<file path="config.mk">
export PLATFORM = sky130hd
export DESIGN_NAME = srl_latch_top
export DESIGN_NICKNAME = d
export VERILOG_FILES = /design/src/rtl/srl_latch_top.v /design/src/rtl/srl_pulse_gen.v
export VERILOG_INCLUDE_DIRS = /design/src /design/src/rtl
export SDC_FILE = /design/constraint.sdc
export NUM_CORES = 1
export LEC_CHECK = 0
export BUFFER_PORTS_ARGS = -buffer_cell sky130_fd_sc_hd__buf_2
export CAP_MARGIN = 20
export CORE_ASPECT_RATIO = 0.7
export CORE_MARGIN = 10
export CORE_UTILIZATION = 49
export CTS_BUF_LIST = sky130_fd_sc_hd__clkbuf_4 sky130_fd_sc_hd__clkbuf_8 sky130_fd_sc_hd__clkbuf_16
export CTS_CLUSTER_SIZE = 40
export DETAILED_ROUTE_END_ITERATION = 16
export MAX_ROUTING_LAYER = met4
export PLACE_DENSITY = 0.76
export SYNTH_ARGS = -nofsm -noshare
export SYNTH_HDL_FRONTEND = slang
export SYNTH_HIERARCHICAL = 1
export SYNTH_SLANG_ARGS = --single-unit
</file>
<file path="constraint.sdc">
create_clock -name sys_clk_in -period 3.2 [get_ports sys_clk_in]
set_clock_uncertainty 0.2 [all_clocks]
set_input_delay 0.64 -clock sys_clk_in [delete_from_list [all_inputs] [get_ports sys_clk_in]]
set_output_delay 0.64 -clock sys_clk_in [all_outputs]
set_load 0.02 [all_outputs]
</file>
<file path="src/rtl/srl_regs.vh">
`ifndef SRL_REGS_VH
`define SRL_REGS_VH

// ==========================================================
// register byte offsets
`define SRL_OFS_CTRL_A 4'h0
`define SRL_OFS_CTRL_B 4'h4
`define SRL_OFS_CTRL_C 4'h8
`define SRL_OFS_STATUS 4'hc

// ==========================================================
// latch_ctrl_a fields
`define SRL_A_LATCH_EN 7
`define SRL_A_DIV_HI 6
`define SRL_A_DIV_LO 4
`define SRL_A_TRUE_OE 3
`define SRL_A_INV_OE 2
`define SRL_A_SOFT_SET 1
`define SRL_A_SOFT_RST 0

// ==========================================================
// latch_ctrl_b fields: set sources high nibble, reset low
`define SRL_B_SET_EXT 7
`define SRL_B_SET_PULSE 6
`define SRL_B_SET_CMP2 5
`define SRL_B_SET_CMP1 4
`define SRL_B_RST_EXT 3
`define SRL_B_RST_PULSE 2
`define SRL_B_RST_CMP2 1
`define SRL_B_RST_CMP1 0

// ==========================================================
// latch_ctrl_c fields
`define SRL_C_CMP1_SYNC 0
`define SRL_C_CMP2_SYNC 1

// ==========================================================
// status fields
`define SRL_S_LATCH_Q 0
`define SRL_S_CMP1 1
`define SRL_S_CMP2 2
`define SRL_S_EXT 3

// ==========================================================
// reset values
`define SRL_RST_CTRL_A 8'h00
`define SRL_RST_CTRL_B 8'h00
`define SRL_RST_CTRL_C 2'h0

// ==========================================================
// divider: shortest period is 2^DIV_LOG2_MIN cycles
`define SRL_DIV_LOG2_MIN 2
`define SRL_DIV_CNT_W 9

`endif

</file>
<file path="src/rtl/srl_latch_top.v">
// Function
// RULE1 - latch holds state, inputs active high
// RULE2 - set/reset from soft, cmp1, cmp2, pin, pulse
// RULE3 - both set and reset gives reset
// RULE4 - soft set/reset bits self clear
// RULE5 - comparator may sync to timer clock
// RULE6 - three-bit field selects divide 4..512
// RULE7 - pulse drives set/reset only when enabled
// RULE8 - firmware avoids one source on both inputs
// RULE9 - separate true/inverted pin enables, both allowed
// RULE10 - firmware clears pin direction bit first
// RULE11 - reset leaves latch state undefined
// RULE12 - pulse one clock wide, once per period
// RULE13 - latch enable gates whole latch function
// RULE14 - soft bits write-one, one cycle, read zero
// RULE15 - divider free-running counter, bit selected
//
// Decided for this implementation: the register addresses and the Avalon-MM register port.
`timescale 1ns/1ps
`include "srl_regs.vh"

module srl_latch_top (
  input wire sys_clk_in,
  input wire rst_in,
  // avalon-mm slave
  input wire [3:0] avs_address_in,
  input wire avs_read_in,
  input wire avs_write_in,
  input wire [31:0] avs_writedata_in,
  input wire [3:0] avs_byteenable_in,
  output reg [31:0] avs_readdata_out,
  output reg avs_waitrequest_out,
  // sources, asynchronous to sys_clk_in
  input wire cmp1_in,
  input wire cmp2_in,
  input wire ext_latch_input_in,
  input wire timer_clk_in,
  // latch pins
  output reg true_out_pin_out,
  output reg true_out_oe_out,
  output reg inverted_out_pin_out,
  output reg inverted_out_oe_out
);

  // ========================================================
  // input synchronisers
  reg [1:0] cmp1_sync_reg;
  reg [1:0] cmp2_sync_reg;
  reg [1:0] ext_sync_reg;
  // third timer flop only remembers the last level, for the edge
  reg [2:0] tmr_sync_reg;

  always @(posedge sys_clk_in) begin
    if (rst_in) begin
      cmp1_sync_reg <= 2'h0;
      cmp2_sync_reg <= 2'h0;
      ext_sync_reg <= 2'h0;
      tmr_sync_reg <= 3'h0;
    end else begin
      cmp1_sync_reg <= {cmp1_sync_reg[0], cmp1_in};
      cmp2_sync_reg <= {cmp2_sync_reg[0], cmp2_in};
      ext_sync_reg <= {ext_sync_reg[0], ext_latch_input_in};
      tmr_sync_reg <= {tmr_sync_reg[1:0], timer_clk_in};
    end
  end

  wire cmp1_lvl;
  wire cmp2_lvl;
  wire ext_lvl;
  wire tmr_rise;

  assign cmp1_lvl = cmp1_sync_reg[1];
  assign cmp2_lvl = cmp2_sync_reg[1];
  assign ext_lvl = ext_sync_reg[1];
  assign tmr_rise = tmr_sync_reg[1] & ~tmr_sync_reg[2];

  // ========================================================
  // registers
  reg latch_enable_reg;
  reg [2:0] periodic_pulse_divider_reg;
  reg true_out_enable_reg;
  reg inverted_out_enable_reg;
  reg [7:0] latch_ctrl_b_reg;
  reg [1:0] latch_ctrl_c_reg;
  reg soft_set_pulse_reg;
  reg soft_reset_pulse_reg;
  wire [7:0] ctrl_a_rst;

  wire pulse_set_enable;
  wire pulse_reset_enable;

  assign pulse_set_enable = latch_ctrl_b_reg[`SRL_B_SET_PULSE];
  assign pulse_reset_enable = latch_ctrl_b_reg[`SRL_B_RST_PULSE];

  // reset image of latch_ctrl_a, cut into its fields on reset
  assign ctrl_a_rst = `SRL_RST_CTRL_A;

  // ========================================================
  // comparator sampling on the timer clock
  reg cmp1_synced_out_reg;
  reg cmp2_synced_out_reg;

  always @(posedge sys_clk_in) begin
    if (rst_in) begin
      cmp1_synced_out_reg <= 1'b0;
      cmp2_synced_out_reg <= 1'b0;
    end else if (tmr_rise) begin
      cmp1_synced_out_reg <= cmp1_lvl;
      cmp2_synced_out_reg <= cmp2_lvl;
    end
  end

  wire cmp1_synced_out;
  wire cmp2_synced_out;

  assign cmp1_synced_out = latch_ctrl_c_reg[`SRL_C_CMP1_SYNC] ?
                           cmp1_synced_out_reg : cmp1_lvl; // RULE5
  assign cmp2_synced_out = latch_ctrl_c_reg[`SRL_C_CMP2_SYNC] ?
                           cmp2_synced_out_reg : cmp2_lvl; // RULE5

  // ========================================================
  // periodic pulse
  wire div_pulse;

  srl_pulse_gen #(
    .CNT_W(`SRL_DIV_CNT_W)
  ) u_pulse (
    .sys_clk_in(sys_clk_in),
    .rst_in(rst_in),
    .div_sel_in(periodic_pulse_divider_reg),
    .pulse_out(div_pulse)
  );

  // ========================================================
  // combined set and reset requests
  wire set_req;
  wire rst_req;

  // a source enabled on both sides simply resets; firmware must
  // not rely on it
  assign set_req = soft_set_pulse_reg // RULE2
    | (cmp1_synced_out & latch_ctrl_b_reg[`SRL_B_SET_CMP1])
    | (cmp2_synced_out & latch_ctrl_b_reg[`SRL_B_SET_CMP2])
    | (ext_lvl & latch_ctrl_b_reg[`SRL_B_SET_EXT])
    | (div_pulse & pulse_set_enable); // RULE7 RULE8
  assign rst_req = soft_reset_pulse_reg // RULE2
    | (cmp1_synced_out & latch_ctrl_b_reg[`SRL_B_RST_CMP1])
    | (cmp2_synced_out & latch_ctrl_b_reg[`SRL_B_RST_CMP2])
    | (ext_lvl & latch_ctrl_b_reg[`SRL_B_RST_EXT])
    | (div_pulse & pulse_reset_enable); // RULE7

  // ========================================================
  // the latch; deliberately not reset, firmware must set it
  // sys_clk stand-in for a clockless latch: one cycle of delay
  reg latch_q_reg;
  reg latch_q_next;

  always @* begin
    latch_q_next = latch_q_reg; // RULE1
    if (latch_enable_reg) begin // RULE13
      if (rst_req) begin
        latch_q_next = 1'b0; // RULE3
      end else if (set_req) begin
        latch_q_next = 1'b1; // RULE1
      end
    end
  end

  always @(posedge sys_clk_in) begin
    latch_q_reg <= latch_q_next; // RULE11
  end

  // ========================================================
  // pins: enables gated by latch enable, value zero when off
  reg true_oe_next;
  reg inv_oe_next;
  reg true_pin_next;
  reg inv_pin_next;

  always @* begin
    true_oe_next = latch_enable_reg & true_out_enable_reg; // RULE9
    inv_oe_next = latch_enable_reg & inverted_out_enable_reg; // RULE9 RULE13
    true_pin_next = true_oe_next & latch_q_reg;
    inv_pin_next = inv_oe_next & ~latch_q_reg;
  end

  always @(posedge sys_clk_in) begin
    if (rst_in) begin
      true_out_pin_out <= 1'b0;
      true_out_oe_out <= 1'b0;
      inverted_out_pin_out <= 1'b0;
      inverted_out_oe_out <= 1'b0;
    end else begin
      true_out_pin_out <= true_pin_next;
      true_out_oe_out <= true_oe_next;
      inverted_out_pin_out <= inv_pin_next;
      inverted_out_oe_out <= inv_oe_next;
    end
  end

  // ========================================================
  // avalon-mm slave: one wait cycle, then the handshake edge
  wire req;
  wire wr_take;
  wire lane0;

  assign req = avs_read_in | avs_write_in;
  // a write lands at the edge where waitrequest is seen low
  assign wr_take = avs_write_in & ~avs_waitrequest_out;
  assign lane0 = avs_byteenable_in[0];

  function [31:0] read_mux;
    input [3:0] addr;
    input [7:0] a_val;
    input [7:0] b_val;
    input [1:0] c_val;
    input [3:0] s_val;
    begin
      case (addr)
        `SRL_OFS_CTRL_A: read_mux = {24'h00_0000, a_val};
        `SRL_OFS_CTRL_B: read_mux = {24'h00_0000, b_val};
        `SRL_OFS_CTRL_C: read_mux = {30'h0000_0000, c_val};
        `SRL_OFS_STATUS: read_mux = {28'h000_0000, s_val};
        default: read_mux = 32'h0000_0000;
      endcase
    end
  endfunction

  reg [7:0] ctrl_a_view;
  reg [3:0] status_view;

  // soft bits always read back as zero
  always @* begin
    ctrl_a_view = 8'h00; // RULE14
    ctrl_a_view[`SRL_A_LATCH_EN] = latch_enable_reg;
    ctrl_a_view[`SRL_A_DIV_HI:`SRL_A_DIV_LO] = periodic_pulse_divider_reg;
    ctrl_a_view[`SRL_A_TRUE_OE] = true_out_enable_reg;
    ctrl_a_view[`SRL_A_INV_OE] = inverted_out_enable_reg;
  end

  always @* begin
    status_view = 4'h0;
    status_view[`SRL_S_LATCH_Q] = latch_q_reg;
    status_view[`SRL_S_CMP1] = cmp1_synced_out;
    status_view[`SRL_S_CMP2] = cmp2_synced_out;
    status_view[`SRL_S_EXT] = ext_lvl;
  end

  always @(posedge sys_clk_in) begin
    if (rst_in) begin
      avs_waitrequest_out <= 1'b1;
      avs_readdata_out <= 32'h0000_0000;
    end else if (req & avs_waitrequest_out) begin
      avs_waitrequest_out <= 1'b0;
      avs_readdata_out <= read_mux(avs_address_in, ctrl_a_view,
                                   latch_ctrl_b_reg, latch_ctrl_c_reg,
                                   status_view);
    end else begin
      avs_waitrequest_out <= 1'b1;
    end
  end

  always @(posedge sys_clk_in) begin
    if (rst_in) begin
      latch_enable_reg <= ctrl_a_rst[`SRL_A_LATCH_EN];
      periodic_pulse_divider_reg <=
        ctrl_a_rst[`SRL_A_DIV_HI:`SRL_A_DIV_LO];
      true_out_enable_reg <= ctrl_a_rst[`SRL_A_TRUE_OE];
      inverted_out_enable_reg <= ctrl_a_rst[`SRL_A_INV_OE];
      latch_ctrl_b_reg <= `SRL_RST_CTRL_B;
      latch_ctrl_c_reg <= `SRL_RST_CTRL_C;
      soft_set_pulse_reg <= 1'b0;
      soft_reset_pulse_reg <= 1'b0;
    end else begin
      // self clearing: high for exactly one cycle per write
      soft_set_pulse_reg <= 1'b0; // RULE4
      soft_reset_pulse_reg <= 1'b0; // RULE4
      if (wr_take & lane0) begin
        case (avs_address_in)
          `SRL_OFS_CTRL_A: begin
            latch_enable_reg <= avs_writedata_in[`SRL_A_LATCH_EN];
            periodic_pulse_divider_reg <=
              avs_writedata_in[`SRL_A_DIV_HI:`SRL_A_DIV_LO]; // RULE6
            true_out_enable_reg <= avs_writedata_in[`SRL_A_TRUE_OE];
            inverted_out_enable_reg <= avs_writedata_in[`SRL_A_INV_OE];
            soft_set_pulse_reg <=
              avs_writedata_in[`SRL_A_SOFT_SET]; // RULE14
            soft_reset_pulse_reg <=
              avs_writedata_in[`SRL_A_SOFT_RST]; // RULE14
          end
          `SRL_OFS_CTRL_B: begin
            latch_ctrl_b_reg <= avs_writedata_in[7:0];
          end
          `SRL_OFS_CTRL_C: begin
            latch_ctrl_c_reg <= avs_writedata_in[1:0];
          end
          default: begin
            latch_ctrl_c_reg <= latch_ctrl_c_reg;
          end
        endcase
      end
    end
  end

endmodule // srl_latch_top

</file>
<file path="src/rtl/srl_pulse_gen.v">
`timescale 1ns/1ps
`include "srl_regs.vh"

module srl_pulse_gen #(
  parameter CNT_W = `SRL_DIV_CNT_W
) (
  input wire sys_clk_in,
  input wire rst_in,
  input wire [2:0] div_sel_in,
  output reg pulse_out
);

  // ========================================================
  // free-running divider
  reg [CNT_W-1:0] cnt_reg;
  wire [3:0] span;
  wire [CNT_W-1:0] low_mask;

  assign span = {1'b0, div_sel_in} + 4'd`SRL_DIV_LOG2_MIN;
  assign low_mask = ~({CNT_W{1'b1}} << span);

  always @(posedge sys_clk_in) begin
    if (rst_in) begin
      cnt_reg <= {CNT_W{1'b0}};
      pulse_out <= 1'b0;
    end else begin
      cnt_reg <= cnt_reg + 1'b1; // RULE15
      // one cycle high each time the selected bit falls, as the low bits wrap to zero
      pulse_out <= ((cnt_reg & low_mask) == low_mask); // RULE6 RULE12
    end
  end

endmodule // srl_pulse_gen

</file>
## Yosys cells after proc, flatten, opt, wreduce, memory -nomap -nowiden

Index checks and enable logic that the tools add are counted.

| word-level totals | value |
|---|---|
| bits in registers | 77 |
| input port bits | 48 |
| output and inout port bits | 37 |
| word-level logic and storage cells | 74 |

| operators by class | value |
|---|---|
| add/subtract/negate cells | 2 |
| eq/ne operators | 4 |
| shift operators | 1 |
| mux-type cells | 5 |
| bitwise logic cells | 32 |
| reduce and logical (&&, ||, !) cells | 7 |

Operators with widths:

| operator | count |
|---|---|
| $pmux 8 s4 | 1 |
| $and 1x1->1 | 16 |
| $add 9x1->9 const B | 1 |
| $and 9x9->9 | 1 |
| $eq 9x9->1 | 1 |
| $not 9->9 | 1 |
| $or 1x1->1 | 9 |
| $shl 9x4->9 const A | 1 |
| $eq 4x4->1 const B | 2 |
| $reduce_and 2->1 | 4 |
| $not 1->1 | 5 |
| $add 3x2->4 const B | 1 |
| $eq 4x3->1 const B | 1 |
| $logic_not 4->1 | 1 |
| $mux 1 | 4 |
| $reduce_or 3->1 | 1 |
| $reduce_bool 2->1 | 1 |

## Longest topological paths before layout

Gate-level depths: netlist of the first run.

| logic depth | value |
|---|---|
| depth in word-level cells | 8 |
| gate-level depth with buffers | 5 |
| mapped depth without buffers | 5 |

## Modules after synthesis

The synthesis of the first run kept the hierarchy.

Modules (own cells, without submodules):

| module | instances | cells each | area each (sq um) |
|---|---|---|---|
| srl_latch_top | 1 | 180 | 1833.0 |
| srl_pulse_gen | 1 | 57 | 508.0 |

## Least setup slack after synthesis of the first run

Ideal clock, no wire load.

| path | value |
|---|---|
| path kind | register -> register |
| from | register periodic_pulse_divider_reg[1] |
| to | register u_pulse.pulse_out |
| setup time | 0.103 ns |
| arrival | 1.734 ns |
| data required time | 2.897 ns |
| setup slack | 1.163 ns |
| stages on the path, launching flop included | 6 |
| clock period less this slack | 2.037 ns |
| cell sequence | dfxtp_1 inv_1 ha_1 or3b_1 a211o_1 a2111oi_2 |

| between the ends | value |
|---|---|
| word-level cells in the longest chain between the ends | 5 |

RTL lines:

| item | RTL line | source |
|---|---|---|
| start, declared | srl_latch_top.v:80 | `reg [2:0] periodic_pulse_divider_reg;` |
| start signal, assigned | srl_latch_top.v:266 | `periodic_pulse_divider_reg <=` |
| start signal, assigned | srl_latch_top.v:282 | `periodic_pulse_divider_reg <=` |
| $add 3x2->4 (no source line) (*) | - |  |
| $shl 9x4->9 (*) | srl_pulse_gen.v:20 | `assign low_mask = ~({CNT_W{1'b1}} << span);` |
| $not 9->9 (*) | srl_pulse_gen.v:20 |  |
| $and 9x9->9 | srl_pulse_gen.v:29 | `pulse_out <= ((cnt_reg & low_mask) == low_mask);` |
| $eq 9x9->1 (*) | srl_pulse_gen.v:29 |  |
| end signal, assigned | srl_pulse_gen.v:29 |  |
| end, declared | srl_pulse_gen.v:10 | `output reg pulse_out` |

Every way passes the cells marked *; elsewhere a longest branch is shown, timed or not.
A chain may end at the register's enable or synchronous reset.

## Worst setup path in the final report of the first run

Ends and elaborated chain as after synthesis.

==> flow_summary.yaml, run 1 <==
status:
  status: "finished, final reports clean"
pwr:
  p_comb_frac: 0.071
  seqPwrFrac: 0.537
  swShare: 0.226
  clockPowerShare: 0.392
  ir_worst_vdd_mv: 0.233
  p_total_w: 0.00126
  p_leak_nw: 1.14
  power_density_nw_per_um2: 491
  p_switching_w: 0.000286
  internal_power_w: 0.000979
layout:
  nets: 321
  largest_reg_flops: 9
  num-fill-cells: 387
  antenna_cells: 0
  syn2layout_area_growth_pct: 9.89
  drive_gt1_frac: 0.196
logic_synthesis:
  ys_warn_count: 6
  netlist_top_cells_count: "dfxtp_1 (52), nor2_1 (27), buf_4 (26), mux2i_1 (24), nor2b_1 (15)"
  synth_cell_type_count: 47
  postSynth.asyncResetShare: 0
  syn_area_um2: 2340
  synth_area_leader_cell: "dfxtp_1"
  yosysTopAreaCellShare: 0.445
  postSynthAreaPerCell_um2: 9.88
  synthMostInstantiatedCell: "dfxtp_1"
  ys_seq_area_frac: 0.458
  netlist_instances: 237
  synth_seq_cells: 53
  synth_edf_count: 1
  yosys-top-cells-area: "dfxtp_1 (44%), mux2i_1 (10%), buf_4 (8.3%)"
  synth_flop_cell: "dfxtp_1"
grt:
  grt_overflow: 0
  grt_pass1_wl_um: 7330
  track_usage: 0.118
  antenna_found_initial: 0
  grt_pass1_vias: 1525
  grt_max_degree: 27
clock_tree:
  cts_hold_buf: 0
  h-tree-depth: 2
  cts_buffer_depth: 2
  cts_tree: "yes"
  root_buffer: "clkbuf_8"
  clk_pin_slew_worst_paths_ns: 0.09
  cts_sinks: 53
  ctsResizeCount: 0
  clk-insertion-delay-late_ns: 0.31
  post_cts_buffers: 0
  cts_buffers: 5
floorplanning:
  std_cell_rows: 20
  io_pins: 85
  die_x_um: 103
  die_h_um: 77.8
  initial_core_util: 0.523
  die_area_um2: 7990
  coreArea_um2: 4480
critical_path:
  crit_slowest_cell: "dfxtp_1"
  cp_max_fo: 6
  crit_arrival_ns: 2.21
  timing.critical_path.buf_inv: 1
  cp-endpoint: "u_pulse/pulse_out"
  crit_type: "flip-flop to flip-flop"
  cp_slowest_stage_delay_ns: 0.42
  cp-start-kind: "flip-flop"
  r2r_start: "periodic_pulse_divider_reg[1]"
  end_kind: "flip-flop"
  cpLargestDelayFamily: "compound AO/OA/AOI/OAI gates"
  regToRegSetupSlack_ns: 0.99
  crit_chain: "inv_1, ha_1, or3b_1, a211o_1, a2111oi_2"
  crit_start: "periodic_pulse_divider_reg[1]"
  r2r_cells: 5
  r2r_end: "u_pulse/pulse_out"
  cp_data_required_time_ns: 3.20
  cp.depth: 5
min_path:
  hold_class: "flip-flop to flip-flop"
  min_from: "cmp1_sync_reg[0]"
detailed_routing:
  wl_per_cell_um: 14.5
  ant_nets: 0
  routed_wl_um: 4710
  drt_iter0_markers: 122
  num_vias: 1668
  avgViaCountPerCell: 5.13
  drtPass1Iterations: 6
  drc: 0
timing:
  period_needed_ns: 2.21
  timing.fmax_ghz: 0.454
  setup_tns_ns: 0
  min_period_over_period: 0.689
  drv_slew: 0
  setup_viol: 0
  finalHoldViolCount: 0
  rsz0062_at_grt: "false"
job:
  drv_cap: 0
placed_design:
  dpl.hpwl_um: 3550
  gp_congestion: 0.791
  io_buffer_count: 33
-- stage by stage --
stage	instance area (um2)	util	setup WS, ns	hold slack (ns)	instances
after floorplan	2430	-	1.16	0.214	260
after global placement	2440	0.546	0.946	0.218	317
after detailed placement	2440	0.546	0.931	0.224	317
after CTS	2570	0.574	0.993	0.247	325
after global routing	2570	0.574	0.857	0.264	325
final	2570	0.574	0.995	0.245	325
-- power groups by stage --
stage	Combinational, W	Sequential [W]	Clock (W)
final	0.0000892	0.000679	0.000496
after global routing	0.0000977	0.000681	0.000532
after CTS	0.0000882	0.000679	0.000505
after detailed placement	0.0000874	0.000695	0
after global placement	0.0000864	0.000694	0
after floorplan	0.0000855	0.000694	0
-- kinds of logic after synthesis --
family,share of synthesized area
AO/OA/AOI/OAI,0.0978
buffers and inverters,0.103
XOR/XNOR,0.0112
AND/OR/NAND/NOR,0.191
multiplexers,0.117
adder cells (fa/ha/maj),0.0214
flip-flops,0.458
other,0.00160
-- cell usage in the layout, fill, tap and decap left out, types with 2 or more instances in the layout --
| master | synthesis | layout |
|---|---|---|
| a221oi_1 | 2 | 2 |
| ha_1 | 4 | 4 |
| buf_2 | 0 | 33 |
| conb_1 | 1 | 24 |
| and2_1 | 3 | 3 |
| mux2_2 | 3 | 3 |
| nand3_1 | 3 | 3 |
| o21ai_1 | 4 | 4 |
| and3b_1 | 2 | 2 |
| nand2b_1 | 3 | 3 |
| nand4_1 | 2 | 2 |
| nor2_1 | 27 | 27 |
| xor2_1 | 2 | 2 |
| nand2_1 | 10 | 10 |
| and3_1 | 2 | 2 |
| inv_1 | 4 | 4 |
| mux2i_1 | 24 | 24 |
| clkbuf_8 | 0 | 5 |
| dfxtp_1 | 52 | 52 |
| or3_1 | 3 | 3 |
| a221o_1 | 2 | 2 |
| nor2b_1 | 15 | 15 |
| a22oi_1 | 2 | 2 |
| a21oi_1 | 7 | 7 |
| o21ai_0 | 7 | 7 |
-- metal layers --
layer,vias up,wire length (um),GRT usage
li1,835,-,-
met1,746,2190,0.150
met2,73,1870,0.158
met3,14,498,0.0389
met4,0,150,0.0730
met5,-,0,-
-- layout make-up --
cell class,count,area (um2),share of cell area
inverters,4,15.0,0.00584
multi-input cells,171,1120,0.434
clock buffers,6,93.8,0.0365
repair buffers,34,173,0.0671
flip-flops and latches,53,1070,0.416
well taps,55,68.8,0.0268
clock inverters,2,35.0,0.0136
-- worst min path at each step --
| stage | to | slack, ns | cells after the start |
|---|---|---|---|
| CTS | cmp1_sync_reg[1] | 0.25 | 1 |
| global route | cmp1_sync_reg[1] | 0.26 | 1 |
| global placement | ext_sync_reg[1] | 0.22 | 1 |
| detailed placement | cmp1_sync_reg[1] | 0.22 | 1 |
| finish | cmp1_sync_reg[1] | 0.24 | 1 |
| floorplan | cmp1_sync_reg[1] | 0.21 | 1 |
Power figures use the tool's default switching activity.
==> inputs of run 2 (changes only) <==
Clock period 3.2 ns to 2.23 ns, I/O delays scaled along.
==> run 2 against run 1 <==
  * First-iteration DRC count decreased by 55%
  * Fmax increased by 9.4%
  * Non-clock buffer count is 5 higher
  * Power increased by 41%
  * Final area is 1.1% higher
  * Flip-flop and latch count unchanged
  * Via count is 1.9% lower
  * Critical path depth is the same
  * Worst hold slack got worse by 0.11 ns
  * Final cell count up 1.5%
  * Global-route usage is essentially flat
  * Sequential share of layout area is 0.46 points lower
==> flow_summary.yaml, run 2 (synthesis gave the netlist of run 1 again) <==
critical_path:
  r2r_start: "periodic_pulse_divider_reg[1]"
  cp-start-kind: "flip-flop"
  crit_arrival_ns: 2.02
  end_kind: "flip-flop"
  regToRegSetupSlack_ns: 0.21
  crit_start: "periodic_pulse_divider_reg[1]"
  cp-endpoint: "u_pulse/pulse_out"
  r2r_cells: 5
  cpLargestDelayFamily: "compound AO/OA/AOI/OAI gates"
  timing.critical_path.buf_inv: 1
  cp_max_fo: 3
  r2r_end: "u_pulse/pulse_out"
  cp_data_required_time_ns: 2.23
  cp_slowest_stage_delay_ns: 0.35
  cp.depth: 5
  crit_type: "flip-flop to flip-flop"
  crit_slowest_cell: "or3b_1"
  crit_chain: "inv_1, ha_1, or3b_1, a211o_1, a2111oi_2"
layout:
  nets: 326
  syn2layout_area_growth_pct: 11.1
  drive_gt1_frac: 0.211
  num-fill-cells: 394
  largest_reg_flops: 9
  antenna_cells: 0
  layout_common_cells: "dfxtp_1 (52), buf_2 (33), nor2_1 (27)"
  final_cells: 330
  final_common_cell: "dfxtp_1"
timing:
  timing.fmax_ghz: 0.496
  setup_viol: 0
  finalHoldViolCount: 0
  period_needed_ns: 2.02
  rsz0062_at_grt: "false"
  min_period_over_period: 0.904
  setup_tns_ns: 0
  drv_slew: 0
detailed_routing:
  drt_iter0_markers: 55
  num_vias: 1637
  routed_wl_um: 4700
  ant_nets: 0
  drtPass1Iterations: 5
  drc: 0
  avgViaCountPerCell: 4.96
  wl_per_cell_um: 14.3
grt:
  grt_overflow: 0
  grt_max_degree: 28
  antenna_found_initial: 0
  grt_pass1_wl_um: 7390
  track_usage: 0.119
  grt_pass1_vias: 1561
clock_tree:
  cts_tree: "yes"
  cts_sinks: 53
  cts_buffers: 5
  root_buffer: "clkbuf_8"
  cts_hold_buf: 0
  ctsResizeCount: 0
  cts_buffer_depth: 2
  post_cts_buffers: 0
  clk-insertion-delay-late_ns: 0.31
  clk_pin_slew_worst_paths_ns: 0.09
  h-tree-depth: 2
min_path:
  min_from: "ext_latch_input_in"
  min_path_cells: 2
  hold_class: "primary input to flip-flop"
status:
  status: "finished, final reports clean"
floorplanning:
  io_pins: 85
  die_h_um: 77.8
  die_area_um2: 7990
  std_cell_rows: 20
  coreArea_um2: 4480
  die_x_um: 103
  initial_core_util: 0.523
pwr:
  power_density_nw_per_um2: 684
  ir_worst_vdd_mv: 0.354
  p_leak_nw: 1.16
placed_design:
  io_buffer_count: 33
  gp_congestion: 0.804
  dp_cells: 322
  dpl.hpwl_um: 3670
job:
  drv_cap: 0
## run 2: cell types whose count changed in the layout (fill, tap and decap cells not counted)
cell,delta
buf_4,+5
clkbuf_8,+1
clkinvlp_4,+1
clkbuf_16,-1
clkinv_2,-1
## run 2: through the flow
step / setup slack, ns / power, W / instance area [um2] / hold WS, ns / utilization
6_report: 0.214 / 0.00178 / 2600 / 0.137 / 0.581
4_1_cts: 0.206 / 0.00179 / 2600 / 0.136 / 0.581
2_1_floorplan: 0.193 / 0.00112 / 2430 / 0.214 / -
5_1_grt: 0.0699 / 0.00184 / 2600 / 0.143 / 0.581
3_3_place_gp: 0.224 / 0.00112 / 2480 / 0.216 / 0.554
3_5_place_dp: 0.226 / 0.00112 / 2480 / 0.222 / 0.554
## run 2: power by group
group,switching [W],leakage (nW),internal (W)
combinational,0.0000890,0.669,0.0000415
clock,0.000311,0.0574,0.000365
sequential,0.0000108,0.433,0.000963
total,0.000410,1.16,0.00137
## run 2: metal layers
metal / track usage / share of wire / vias to the layer above
li1: - / - / 834
met1: 0.158 / 0.50 / 737
met2: 0.156 / 0.39 / 57
met3: 0.0372 / 0.091 / 9
met4: 0.0576 / 0.016 / 0
met5: - / 0 / -
## run 2: cell type report
type	instances	area (um2)	share of cell area
Clock inverter	2	37.5	0.0144
Clock buffer	6	82.6	0.0317
Inverter	4	15.0	0.00577
Sequential cell	53	1070	0.412
Multi-Input combinational cell	171	1120	0.429
Tap cell	55	68.8	0.0265
Timing Repair Buffer	39	210	0.0808
## run 2: how the worst min path moves through the flow
| stage | end | slack (ns) |
|---|---|---|
| after floorplan | cmp1_sync_reg[1] | 0.21 |
| after global placement | ext_sync_reg[1] | 0.22 |
| after detailed placement | tmr_sync_reg[1] | 0.22 |
| after CTS | ext_sync_reg[0] | 0.14 |
| after global routing | tmr_sync_reg[0] | 0.14 |
| final | ext_sync_reg[0] | 0.14 |
